**src/fsps_pkg.sv**
```systemverilog
// Constants for the sector protect and operation status block
package fsps_pkg;
  // ----------------------------------------
  // Register map
  // ----------------------------------------
  localparam logic [15:0] SECT_CTRL_ADDR = 16'h0073;
  localparam logic [15:0] STAT3_ADDR = 16'h0074;
  localparam logic [7:0] SECT_CTRL_RESET = 8'h00;
  localparam logic [7:0] STAT3_RESET = 8'h00;
  localparam int NUM_SECTORS = 6;
  localparam int SECT_FIVE = 5;
  localparam int SECT_FOUR = 4;
  localparam int SECT_ZERO = 0;
  // ----------------------------------------
  // Status three field positions
  // ----------------------------------------
  localparam int ST_ERASE_READ_PERIOD_FLAG_BIT = 4;
  localparam int ST_ERASE_SUSPENDED_FLAG_BIT = 3;
  localparam int ST_SECTOR_ERASE_ACTIVE_FLAG_BIT = 2;
  localparam int ST_PROGRAM_ACTIVE_FLAG_BIT = 1;
  localparam int ST_HANG_BIT = 0;
  // ----------------------------------------
  // Command delay line layout and timing
  // ----------------------------------------
  localparam int CMD_DELAY_CYCLES = 2;
  localparam int DL_PROGRAM = 0;
  localparam int DL_ERASE = 1;
  localparam int DL_SUSPEND = 2;
  localparam int DL_RESUME = 3;
  localparam int DL_RESET = 4;
  localparam int DL_ERASE_READ_PERIOD_FLAG = 5;
  localparam int DL_WIDTH = 6;
  localparam int CLOCK_PERIOD_NS = 25;
  localparam int PROGRAM_ACTIVE_FLAG_MIN_PERIOD_NS = 1000;
endpackage : fsps_pkg

```
**src/fsps_delay.sv**
```systemverilog
// Fixed-depth delay line carrying command strobes and the erase-read level
`timescale 1ns/1ps
module fsps_delay #(
  parameter int WIDTH = fsps_pkg::DL_WIDTH,
  parameter int DEPTH = fsps_pkg::CMD_DELAY_CYCLES
) (
  input wire logic clk_i,
  input wire logic rst_i,
  input wire logic [WIDTH-1:0] din_i,
  output logic [WIDTH-1:0] dout_o
);
  // ----------------------------------------
  // Storage
  // ----------------------------------------
  typedef struct packed {
    logic [DEPTH-1:0][WIDTH-1:0] stage;
  } fsps_dl_state_t;

  fsps_dl_state_t s_q;
  fsps_dl_state_t s_d;

  initial begin
    if (DEPTH < 1 || WIDTH < 1) begin
      $error("fsps_delay: DEPTH and WIDTH must be at least one");
    end
  end

  always_comb begin
    s_d = s_q;
    s_d.stage[0] = din_i;
    for (int i = 1; i < DEPTH; i++) begin
      s_d.stage[i] = s_q.stage[i-1];
    end
  end

  always_ff @(posedge clk_i) begin
    if (rst_i) begin
      s_q <= '0;
    end else begin
      s_q <= s_d;
    end
  end

  assign dout_o = s_q.stage[DEPTH-1];
endmodule : fsps_delay

```
**src/fsps_top.sv**
```systemverilog
// Sector write protect and flash operation status three register
`timescale 1ns/1ps
// Function
// - Six sector enables bit5..bit0, reset cleared
// - Writing one unlocks program/erase for sector
// - Writing zero locks sector until reset
// - Only reset clears the sector lock
// - Global enable low blocks every flash write
// - Bit4 mirrors erase read period signal
// - Erase read period rises two cycles later
// - Bit3 shows erase suspended, two-cycle rise
// - Bit2 shows sector erase active, two-cycle rise
// - Bit1 shows programming active, two-cycle rise
// - Programming bit never set below 1 us period
// - Bit0 hang flag, cleared two cycles after reset command
// - Status bits 7:5 read zero, ignore writes
// - Swap active output copies swap enable one cycle later
// - Chip erase needs every sector enabled
module fsps_top #(
  parameter int CLK_PERIOD_NS = fsps_pkg::CLOCK_PERIOD_NS,
  parameter int DELAY_CYCLES = fsps_pkg::CMD_DELAY_CYCLES
) (
  input wire logic CLOCK_I,
  input wire logic RESET_I,
  input wire logic [15:0] ADDR_I,
  input wire logic WR_I,
  input wire logic RD_I,
  input wire logic [7:0] WDATA_I,
  input wire logic GLOBAL_ENABLE_I,
  input wire logic SWAP_ENABLE_I,
  input wire logic [2:0] TARGET_SECTOR_I,
  input wire logic CMD_PROGRAM_I,
  input wire logic CMD_SECTOR_ERASE_I,
  input wire logic CMD_CHIP_ERASE_I,
  input wire logic CMD_SUSPEND_I,
  input wire logic CMD_RESUME_I,
  input wire logic CMD_RESET_I,
  input wire logic ERASE_READ_PERIOD_I,
  input wire logic PROGRAM_DONE_I,
  input wire logic ERASE_DONE_I,
  input wire logic HANG_EVENT_I,
  output logic [7:0] RDATA_O,
  output logic [5:0] SECTOR_WRITE_OK_O,
  output logic FLASH_WRITE_O,
  output logic CHIP_ERASE_ACCEPT_O,
  output logic SWAP_ACTIVE_O
);
  localparam int NS = fsps_pkg::NUM_SECTORS;
  localparam bit PROGRAM_ACTIVE_FLAG_USABLE = (CLK_PERIOD_NS >= fsps_pkg::PROGRAM_ACTIVE_FLAG_MIN_PERIOD_NS);

  initial begin
    if (DELAY_CYCLES < 2 || CLK_PERIOD_NS < 1) begin
      $error("fsps_top: delay must be at least two and clock period positive");
    end
    if (NS != 6) begin
      $error("fsps_top: sector count must match the six-bit ports");
    end
  end

  // ----------------------------------------
  // State
  // ----------------------------------------
  typedef struct packed {
    logic [NS-1:0] enable;
    logic [NS-1:0] lock;
    logic erase_read_period_flag;
    logic erase_suspended_flag;
    logic sector_erase_active_flag;
    logic program_active_flag;
    logic hang;
    logic [7:0] rdata;
    logic [NS-1:0] write_ok;
    logic flash_write;
    logic chip_accept;
    logic swap;
  } fsps_state_t;

  fsps_state_t s_q;
  fsps_state_t s_d;
  logic [fsps_pkg::DL_WIDTH-1:0] dl_in;
  logic [fsps_pkg::DL_WIDTH-1:0] dl_out;

  // Write permission for one sector, used for commands and for the output vector
  function automatic logic sector_ok(input logic [NS-1:0] en, input logic [NS-1:0] lk,
                                     input logic glob, input int idx);
    sector_ok = glob & en[idx] & ~lk[idx];
  endfunction : sector_ok

  // Register address decode, shared by the write and read paths
  function automatic logic addr_hit(input logic [15:0] a, input logic [15:0] reg_a);
    addr_hit = (a == reg_a);
  endfunction : addr_hit

  // ----------------------------------------
  // Command delay
  // ----------------------------------------
  logic tgt_ok;
  logic all_ok;

  always_comb begin
    tgt_ok = 1'b0;
    all_ok = GLOBAL_ENABLE_I;
    for (int i = 0; i < NS; i++) begin
      if (TARGET_SECTOR_I == 3'(i)) begin
        tgt_ok = sector_ok(s_q.enable, s_q.lock, GLOBAL_ENABLE_I, i);
      end
      all_ok = all_ok & sector_ok(s_q.enable, s_q.lock, GLOBAL_ENABLE_I, i);
    end
  end

  // Program and erase commands are qualified before the delay so a later unlock cannot revive them
  always_comb begin
    dl_in = '0;
    dl_in[fsps_pkg::DL_PROGRAM] = CMD_PROGRAM_I & tgt_ok;
    dl_in[fsps_pkg::DL_ERASE] = CMD_SECTOR_ERASE_I & tgt_ok;
    dl_in[fsps_pkg::DL_SUSPEND] = CMD_SUSPEND_I;
    dl_in[fsps_pkg::DL_RESUME] = CMD_RESUME_I;
    dl_in[fsps_pkg::DL_RESET] = CMD_RESET_I;
    dl_in[fsps_pkg::DL_ERASE_READ_PERIOD_FLAG] = ERASE_READ_PERIOD_I;
  end

  fsps_delay #(
    .WIDTH(fsps_pkg::DL_WIDTH),
    .DEPTH(DELAY_CYCLES - 1)
  ) u_delay (
    .clk_i(CLOCK_I),
    .rst_i(RESET_I),
    .din_i(dl_in),
    .dout_o(dl_out)
  );

  // ----------------------------------------
  // Next state
  // ----------------------------------------
  logic wr_ctrl;

  always_comb begin
    s_d = s_q;
    wr_ctrl = WR_I && addr_hit(ADDR_I, fsps_pkg::SECT_CTRL_ADDR);
    // Lock is sticky; a one written later to a locked bit is dropped
    // Bits 7:6 are not stored, so they read back as zero
    if (wr_ctrl) begin
      for (int i = 0; i < NS; i++) begin
        if (!WDATA_I[i]) begin
          s_d.lock[i] = 1'b1;
        end
        s_d.enable[i] = WDATA_I[i] & ~s_d.lock[i];
      end
    end
    // Status flags follow the two-cycle command delay, except done and hang event inputs, which act after one cycle
    s_d.erase_read_period_flag = dl_out[fsps_pkg::DL_ERASE_READ_PERIOD_FLAG];
    if (dl_out[fsps_pkg::DL_RESUME] || dl_out[fsps_pkg::DL_RESET] || !s_q.sector_erase_active_flag) begin
      s_d.erase_suspended_flag = 1'b0;
    end
    if (dl_out[fsps_pkg::DL_SUSPEND] && s_q.sector_erase_active_flag) begin
      s_d.erase_suspended_flag = 1'b1;
    end
    if (ERASE_DONE_I || dl_out[fsps_pkg::DL_RESET]) begin
      s_d.sector_erase_active_flag = 1'b0;
    end
    if (dl_out[fsps_pkg::DL_ERASE]) begin
      s_d.sector_erase_active_flag = 1'b1;
    end
    if (PROGRAM_DONE_I || dl_out[fsps_pkg::DL_RESET]) begin
      s_d.program_active_flag = 1'b0;
    end
    // Fast clocks never see the program flag rise
    if (dl_out[fsps_pkg::DL_PROGRAM] && PROGRAM_ACTIVE_FLAG_USABLE) begin
      s_d.program_active_flag = 1'b1;
    end
    if (dl_out[fsps_pkg::DL_RESET]) begin
      s_d.hang = 1'b0;
    end
    if (HANG_EVENT_I) begin
      s_d.hang = 1'b1;
    end
    // Read data registered one cycle after the strobe
    s_d.rdata = 8'h00;
    if (RD_I && addr_hit(ADDR_I, fsps_pkg::SECT_CTRL_ADDR)) begin
      s_d.rdata[NS-1:0] = s_q.enable;
    end else if (RD_I && addr_hit(ADDR_I, fsps_pkg::STAT3_ADDR)) begin
      s_d.rdata[fsps_pkg::ST_ERASE_READ_PERIOD_FLAG_BIT] = s_q.erase_read_period_flag;
      s_d.rdata[fsps_pkg::ST_ERASE_SUSPENDED_FLAG_BIT] = s_q.erase_suspended_flag;
      s_d.rdata[fsps_pkg::ST_SECTOR_ERASE_ACTIVE_FLAG_BIT] = s_q.sector_erase_active_flag;
      s_d.rdata[fsps_pkg::ST_PROGRAM_ACTIVE_FLAG_BIT] = s_q.program_active_flag;
      s_d.rdata[fsps_pkg::ST_HANG_BIT] = s_q.hang;
    end
    for (int i = 0; i < NS; i++) begin
      s_d.write_ok[i] = sector_ok(s_q.enable, s_q.lock, GLOBAL_ENABLE_I, i);
    end
    s_d.flash_write = (CMD_PROGRAM_I | CMD_SECTOR_ERASE_I) & tgt_ok;
    s_d.chip_accept = CMD_CHIP_ERASE_I & all_ok;
    s_d.swap = SWAP_ENABLE_I;
  end

  // ----------------------------------------
  // Registers
  // ----------------------------------------
  always_ff @(posedge CLOCK_I) begin
    if (RESET_I) begin
      s_q <= '0;
    end else begin
      s_q <= s_d;
    end
  end

  // ----------------------------------------
  // Outputs
  // ----------------------------------------
  // All outputs leave straight from the state register, no logic after it
  assign RDATA_O = s_q.rdata;
  assign SECTOR_WRITE_OK_O = s_q.write_ok;
  assign FLASH_WRITE_O = s_q.flash_write;
  assign CHIP_ERASE_ACCEPT_O = s_q.chip_accept;
  assign SWAP_ACTIVE_O = s_q.swap;
endmodule : fsps_top

```
**config.mk**
```make
export PLATFORM = sky130hd
export DESIGN_NAME = fsps_top
export DESIGN_NICKNAME = d
export VERILOG_FILES = /design/src/fsps_pkg.sv /design/src/fsps_delay.sv /design/src/fsps_top.sv
export SDC_FILE = /design/constraint.sdc
export NUM_CORES = 1
export LEC_CHECK = 0
export BUFFER_PORTS_ARGS = -buffer_cell sky130_fd_sc_hd__buf_2
export CAP_MARGIN = 20
export CORE_MARGIN = 2
export CORE_UTILIZATION = 47
export CTS_CLUSTER_DIAMETER = 100
export DETAILED_ROUTE_END_ITERATION = 7
export PLACE_DENSITY = 0.78
export SLEW_MARGIN = 25
export SYNTH_ARGS = -nofsm -noshare
export SYNTH_HDL_FRONTEND = slang
export SYNTH_SLANG_ARGS = --single-unit
export TNS_END_PERCENT = 1
```
**constraint.sdc**
```tcl
create_clock -name CLOCK_I -period 2.25 [get_ports CLOCK_I]
set_clock_uncertainty 0.2 [all_clocks]
set_input_delay 0.45 -clock CLOCK_I [delete_from_list [all_inputs] [get_ports CLOCK_I]]
set_output_delay 0.45 -clock CLOCK_I [all_outputs]
set_load 0.005 [all_outputs]
```
==> flow_summary.toml, run 1 <==
[synthesis]
synth-compound-area-share_pct = 7.74
syn_area_sq_mm = 0.00152
post_synth_fa_ha_maj_area_fraction_pct = 0
ys_warn_count = 0
synth-seq-cells = 36
yosys.area_share.simple_pct = 30.0
seq_area_frac_synth_pct = 47.4
syn_avg_cell_area_sq_um = 10.4
synth_cell_type_count = 35
netlist_instances = 146
synthMuxAreaShare_pct = 5.43
synth_xor_area_share_pct = 0
synth_top_family_by_area = "simple AND/OR/NAND/NOR gates"

[power_and_ir_drop]
netSwitchingFraction_pct = 20.9
internal_power_uw = 842
p_switching_uw = 222
ir_drop_uv = 363
p_clk_share_pct = 31.9
total_power_uw = 1060
comb_power_share_pct = 7.4
p_leak_uw = 0.000833
powerDensity_mw_per_mm2 = 587
p_seq_share_pct = 60.7

[die]
coreArea_sq_mm = 0.00305
fp.dieW_um = 60.9
num_rows = 20
ios = 60
initial_core_util_pct = 49.8
die_area_sq_mm = 0.00371
die_y_um = 60.9

[finish]
antenna_cells = 0
fin_area_sq_mm = 0.00181
area_growth_pct = 19.2
drive_gt1_share_pct = 38.9
final_cell_mix = "buf_2, dfxtp_1, nand2b_1"
nets = 235
final_common_cell = "buf_2"

[grt]
grt_max_degree = 35
grt_usage_pct = 16.5
grt_pass1_vias = 1045
overflow = 0
antenna_found_initial = 0
grt_pass1_wl_mm = 4.40

[cts]
holdBufCountCts = 0
tritoncts = "built"
clock_latency_ns = 0.32
postCtsSetupBuffers = 0
cts-resized-gates = 0
path_clk_slew_ns = 0.10
cts_sinks = 36
clk_path_buf_depth = 2
cts_made_buffers = 5
cts-root-buf = "clkbuf_4"
htree_levels = 2

[hold_path]
min-delay-start = "WDATA_I[2]"
min_path_type = "in -> reg"
worstHoldPathCells = 2

[worst_setup_path]
critPathArrivalTime_ns = 1.87
end_kind = "flop"
reg2reg_depth = 4
worst-path-max-fanout = 4
required_ns = 2.31
critical_path_class = "in -> reg"
critPathLaunch = "ADDR_I[10]"
r2r_start = "s_q[27]"
start_kind = "input port"

[sta]
clock.fmax_mhz = 553
drv_slew = 0
grt_setup_unrepaired = "false"
final.period_utilization_pct = 80.4
setup_tns_ns = 0
hold_viol_final = 0
final-setup-viol-count = 0
min_period_ns = 1.81

[detailed_routing]
wl_mm = 2.74
drc_errors = 0
dr.pass1.iters = 4
ant_nets = 0
vias = 1108
drt_first_iter_violations = 22
avgRoutedWirePerCell_um = 11.6
viasPerCell = 4.68

[placed_design]
dpl_cell_area_sq_mm = 0.00175
dpl.hpwl_mm = 2.16
place_congestion = 0.735
numPortBuffers = 54

[run_status]
status = "finished, final reports clean"

[run]
maxCapViolCount = 0
metal layers:
layer | track usage [%] | share of wire, % | vias to the layer above
li1 | - | - | 576
met3 | 5.54 | 5.5 | 4
met5 | 0 | 0 | -
met4 | 7.76 | 2.0 | 0
met2 | 29.8 | 51 | 28
met1 | 17.2 | 41 | 500
synth_stat cells (all sizes together):
master | n | share of area, %
nor4 | 3 | 2.6
or3b | 3 | 1.7
clkbuf | 4 | 0.99
mux2i | 6 | 4.0
nand2 | 4 | 0.99
nor2 | 11 | 2.7
nand2b | 18 | 7.4
inv | 2 | 0.49
and2 | 2 | 0.82
o21ai | 1 | 0.33
nor3 | 1 | 0.66
buf | 15 | 7.7
a22o | 4 | 2.3
nand3b | 2 | 0.99
nand4bb | 1 | 1.8
o211a | 1 | 0.66
nand3 | 1 | 0.66
nor4b | 1 | 0.99
nor3b | 4 | 2.0
mux4 | 1 | 1.5
o211ai | 1 | 0.49
dfxtp | 36 | 47
a21oi | 3 | 0.99
or4 | 2 | 1.2
or2 | 1 | 0.41
nor2b | 8 | 3.3
and3b | 1 | 0.58
conb | 1 | 0.25
or4bb | 1 | 0.74
and3 | 1 | 0.41
o31ai | 6 | 3.0
sequential cells by signal (all words and copies together), names as in the netlist:
signal and count:
RDATA_O 6, SECTOR_WRITE_OK_O 6, CHIP_ERASE_ACCEPT_O 1, FLASH_WRITE_O 1
u_delay.dout_o 5, s_q 16, SWAP_ACTIVE_O 1
stage by stage:
step           setup slack [ns]  cells  hold slack [ns]  utilization, %
2_1_floorplan             0.311    147            0.213               -
3_3_place_gp              0.164    229            0.230            57.4
3_5_place_dp              0.116    229            0.230            57.4
4_1_cts                   0.441    237           0.0934            59.3
5_1_grt                   0.400    237           0.0993            59.3
6_report                  0.441    237            0.113            59.3
path summary, 6_finish.rpt:
kind | endpoint | slack, ns
worst max-delay path | RDATA_O[0] | 0.44
worst min-delay path | s_q[24] | 0.11
worst max register to register | u_delay.dout_o[1] | 0.51
worst min register to register | s_q[21] | 0.25
power by group through the flow:
stage                     registers, uW  clock network (uW)  logic (uW)
final                               646                 340        78.4
after global routing                647                 376        87.3
after CTS                           646                 355        79.3
after detailed placement            661                   0        79.1
after global placement              661                   0        76.2
after floorplan                     660                   0        38.3
critical path, stage by stage:
cell and delay [ns]:
buf_2 0.09, or4_4 0.53, nand4bb_4 0.26, nor4_4 0.33
a22o_1 0.20
area by class of cell:
class / instances / area (sq um)
sequential: 36 / 721
inverter: 2 / 7.51
fill: 285 / 1240
multi-input combinational: 90 / 664
timing repair buffer: 57 / 305
clock buffer: 8 / 58.8
tap: 44 / 55.1
kinds of logic after synthesis:
| kind of cell | count (synthesis) |
|---|---|
| compound gates | 16 |
| buf+inv | 21 |
| flops | 36 |
| mux | 7 |
| other cells | 1 |
| simple gates | 65 |
Note: power is estimated with default switching activity, not from simulation.
==> run 2, diff against run 1 <==
- clock period: 2.25 -> 1.8 ns (I/O delays scaled with it)
==> flow_summary.toml, run 2 (synthesis gave the netlist of run 1 again) <==
[worst_setup_path]
critPathArrivalTime_ns = 1.76
start_kind = "input port"
required_ns = 1.86
critPathLaunch = "ADDR_I[10]"
end_kind = "flop"
critical_path_class = "in -> reg"
worst-path-max-fanout = 4
r2r_start = "s_q[22]"

[finish]
antenna_cells = 0
nets = 241
fin_area_sq_mm = 0.00188
area_growth_pct = 23.8
regMostFlops = "s_q"
final_common_cell = "buf_2"
drive_gt1_share_pct = 39.7
final_cell_mix = "buf_2, dfxtp_1, nand2b_1"
largest_reg_flops = 16
fillers = 280

[cts]
cts_made_buffers = 5
path_clk_slew_ns = 0.11
clk_path_buf_depth = 2
tritoncts = "built"
htree_levels = 2
clock_latency_ns = 0.33
cts-root-buf = "clkbuf_4"
postCtsSetupBuffers = 0
cts_sinks = 36

[detailed_routing]
viasPerCell = 4.67
wl_mm = 2.77
vias = 1136
drt_first_iter_violations = 26
dr.pass1.iters = 4
ant_nets = 0
avgRoutedWirePerCell_um = 11.4
drc_errors = 0

[sta]
drv_slew = 0
grt_setup_unrepaired = "false"
setup_tns_ns = 0
hold_viol_final = 0
final-setup-viol-count = 0
clock.fmax_mhz = 589
hold_slack_ns = 0.0213
final.period_utilization_pct = 94.3
min_period_ns = 1.70

[placed_design]
dpl.hpwl_mm = 2.22
place_congestion = 0.743
numPortBuffers = 54
dpl_cell_area_sq_mm = 0.00178

[hold_path]
min_path_type = "in -> reg"
min-delay-start = "WDATA_I[5]"

[grt]
overflow = 0
antenna_found_initial = 0
grt_pass1_vias = 1021
grt_pass1_wl_mm = 4.31
grt_max_degree = 34
grt_usage_pct = 16.0

[die]
die_area_sq_mm = 0.00371
ios = 60
coreArea_sq_mm = 0.00305
num_rows = 20
initial_core_util_pct = 49.8
die_y_um = 60.9
fp.dieW_um = 60.9

[power_and_ir_drop]
ir_drop_uv = 444
p_leak_uw = 0.000871
powerDensity_mw_per_mm2 = 772
total_power_uw = 1450

[run]
maxCapViolCount = 0

[run_status]
status = "finished, final reports clean"
==> run 2: path summary, 6_finish.rpt <==
kind                                             to  slack, ns  cells past startpoint
worst max-delay path                     RDATA_O[2]       0.10                      5
worst min-delay path                        s_q[27]       0.02                      2
worst max register to register  CHIP_ERASE_ACCEPT_O       0.13                      3
worst min register to register              s_q[21]       0.25                      1
==> run 2: through the flow <==
step / util [%] / setup WS, ns / cells
after detailed placement: 58.2 / -0.228 / 232
after global placement: 58.2 / -0.183 / 232
after floorplan: - / -0.0493 / 147
final: 61.6 / 0.102 / 243
after global routing: 61.6 / 0.0117 / 243
after CTS: 60.7 / 0.0471 / 240
==> run 2: worst max-delay path, stage by stage <==
cell and delay, ns:
buf_2 0.09, or4_4 0.53, nand4bb_4 0.26, nor4_4 0.31
a22o_1 0.20
==> run 2: routing by layer <==
layer	global-route usage (%)	share of wire, %	up-vias
met1	18.6	44	512
met3	5.12	5.1	0
met4	4.66	0	0
met5	0	0	-
li1	-	-	593
met2	28.3	51	31
==> run 2: timing repair <==
action                                  4_1_cts  5_1_grt
hold buffers                                  0        3
gates resized for setup                       0        1
endpoints found under the setup margin        0        1
endpoints found under the hold margin         0        3
==> run 2: power by group <==
part           total, uW  switching (uW)  internal, uW
clock network        540             249           291
logic                106            44.0          61.6
registers            808            3.14           804
==> run 2: cell type report <==
| type | count | area [sq um] | share of cell area (%) |
|---|---|---|---|
| clock buffers | 6 | 41.3 | 2.19 |
| clock inverters | 2 | 35.0 | 1.86 |
| inverters | 2 | 7.51 | 0.399 |
| multi-input cells | 90 | 664 | 35.3 |
| flip-flops and latches | 36 | 721 | 38.3 |
| well taps | 44 | 55.1 | 2.93 |
| repair buffers | 63 | 358 | 19.0 |
==> run 3, diff against run 2 <==
- CTS_CLUSTER_SIZE: not set -> 40
- clock period: 1.8 -> 1.7 ns (I/O delays scaled with it)
==> flow_summary.toml, run 3 (synthesis gave the netlist of run 1 again) <==
[cts]
path_clk_slew_ns = 0.10
cts_made_buffers = 5
htree_levels = 2
clk_path_buf_depth = 2
cts_sinks = 36
cts-root-buf = "clkbuf_4"
tritoncts = "built"
clock_latency_ns = 0.34

[detailed_routing]
vias = 1187
wl_mm = 3.03
drt_first_iter_violations = 30
drc_errors = 0
dr.pass1.iters = 4
avgRoutedWirePerCell_um = 12.0
viasPerCell = 4.69
ant_nets = 0

[power_and_ir_drop]
p_seq_share_pct = 52.0
netSwitchingFraction_pct = 19.7
ir_drop_uv = 502
p_leak_uw = 0.000926
p_switching_uw = 324
comb_power_share_pct = 7.9
p_clk_share_pct = 40.1
internal_power_uw = 1320
powerDensity_mw_per_mm2 = 822

[sta]
min_period_ns = 1.67
grt_setup_unrepaired = "false"
final-setup-viol-count = 0
clock.fmax_mhz = 598
hold_viol_final = 0
drv_slew = 0
final.period_utilization_pct = 98.4
setup_tns_ns = 0

[finish]
fin_area_sq_mm = 0.00200
nets = 251
largest_reg_flops = 16
final_cell_mix = "buf_2, dfxtp_1, nand2b_1"
area_growth_pct = 31.6
final_common_cell = "buf_2"
utilization_pct = 65.5
drive_gt1_share_pct = 41.1
antenna_cells = 0
regMostFlops = "s_q"

[die]
fp.dieW_um = 60.9
num_rows = 20
initial_core_util_pct = 49.8
die_y_um = 60.9
die_area_sq_mm = 0.00371
ios = 60
coreArea_sq_mm = 0.00305

[grt]
overflow = 0
antenna_found_initial = 0
grt_max_degree = 22
grt_usage_pct = 17.9
grt_pass1_wl_mm = 4.72
grt_pass1_vias = 1083

[worst_setup_path]
required_ns = 1.78
ff2ff_setup_slack_ns = 0.08
reg2reg_to = "u_delay.dout_o[1]"
end_kind = "flop"
reg2reg_depth = 4
worst-path-max-fanout = 4
critPathArrivalTime_ns = 1.76
start_kind = "input port"
r2r_start = "s_q[27]"
critical_path_class = "in -> reg"

[run]
maxCapViolCount = 0

[hold_path]
min-delay-start = "CMD_SUSPEND_I"
min_path_type = "in -> reg"
worstHoldPathCells = 2
min_to = "u_delay.dout_o[2]"

[run_status]
status = "finished, final reports clean"

[placed_design]
dpl_cell_area_sq_mm = 0.00181
place_congestion = 0.729
dpl.hpwl_mm = 2.35
numPortBuffers = 54
[run 3: changes by cell type in the layout (fill, tap and decap cells not counted), sizes merged]
cell / previous run / this run
buf: 60 / 64
clkbuf: 6 / 7
clkinv: 1 / 0
dlygate4sd3: 3 / 9
[run 3: power groups by stage]
stage	Clock [uW]	Combinational, uW	Sequential [uW]
finish	660	130	855
CTS	678	130	855
floorplan	0	50.6	874
detailed placement	0	114	875
global route	706	143	856
global placement	0	109	874
[run 3: critical path: stages]
cell       delay [ns]
buf_2            0.10
or4_4            0.54
nand4bb_4        0.27
nor4_4           0.31
a22o_1           0.20
[run 3: metal layers]
| layer | part of all wire (%) | GRT usage, % |
|---|---|---|
| met1 | 42 | 19.0 |
| met2 | 52 | 32.6 |
| met3 | 5.1 | 5.97 |
| met4 | 0.99 | 6.52 |
| met5 | 0 | 0 |
[run 3: layout make-up]
class	instances	area, sq um
sequential	36	721
clock buffer	7	65.1
multi-input combinational	90	674
timing repair buffer	73	448
fill	260	1050
clock inverter	1	30.0
inverter	2	7.51
tap	44	55.1
[run 3: worst max-delay path by stage]
stage          cells past startpoint       start                end  slack (ns)
5_1_grt                            5  ADDR_I[10]         RDATA_O[0]       0.006
2_1_floorplan                      4  ADDR_I[10]         RDATA_O[0]       -0.13
3_5_place_dp                       5  ADDR_I[10]         RDATA_O[0]       -0.32
4_1_cts                            4     s_q[27]  u_delay.dout_o[1]        0.02
3_3_place_gp                       5  ADDR_I[10]         RDATA_O[0]       -0.26
6_report                           5  ADDR_I[10]         RDATA_O[0]        0.03
[run 3: what timing repair did]
action,CTS,global route
setup endpoints to repair,2,2
gates resized for setup,1,2
setup buffers,0,0
pin swaps,0,1
hold buffers,9,0
endpoints found under the hold margin,9,0
[run 3: metrics by stage]
step	std cells	total power [uW]	hold slack, ns	setup WS, ns
final	253	1640	0.00871	0.0270
after global routing	253	1700	0.00446	0.00579
after CTS	253	1660	0.00256	0.0177
after detailed placement	236	988	0.232	-0.324
after global placement	236	984	0.232	-0.257
after floorplan	147	924	0.213	-0.129
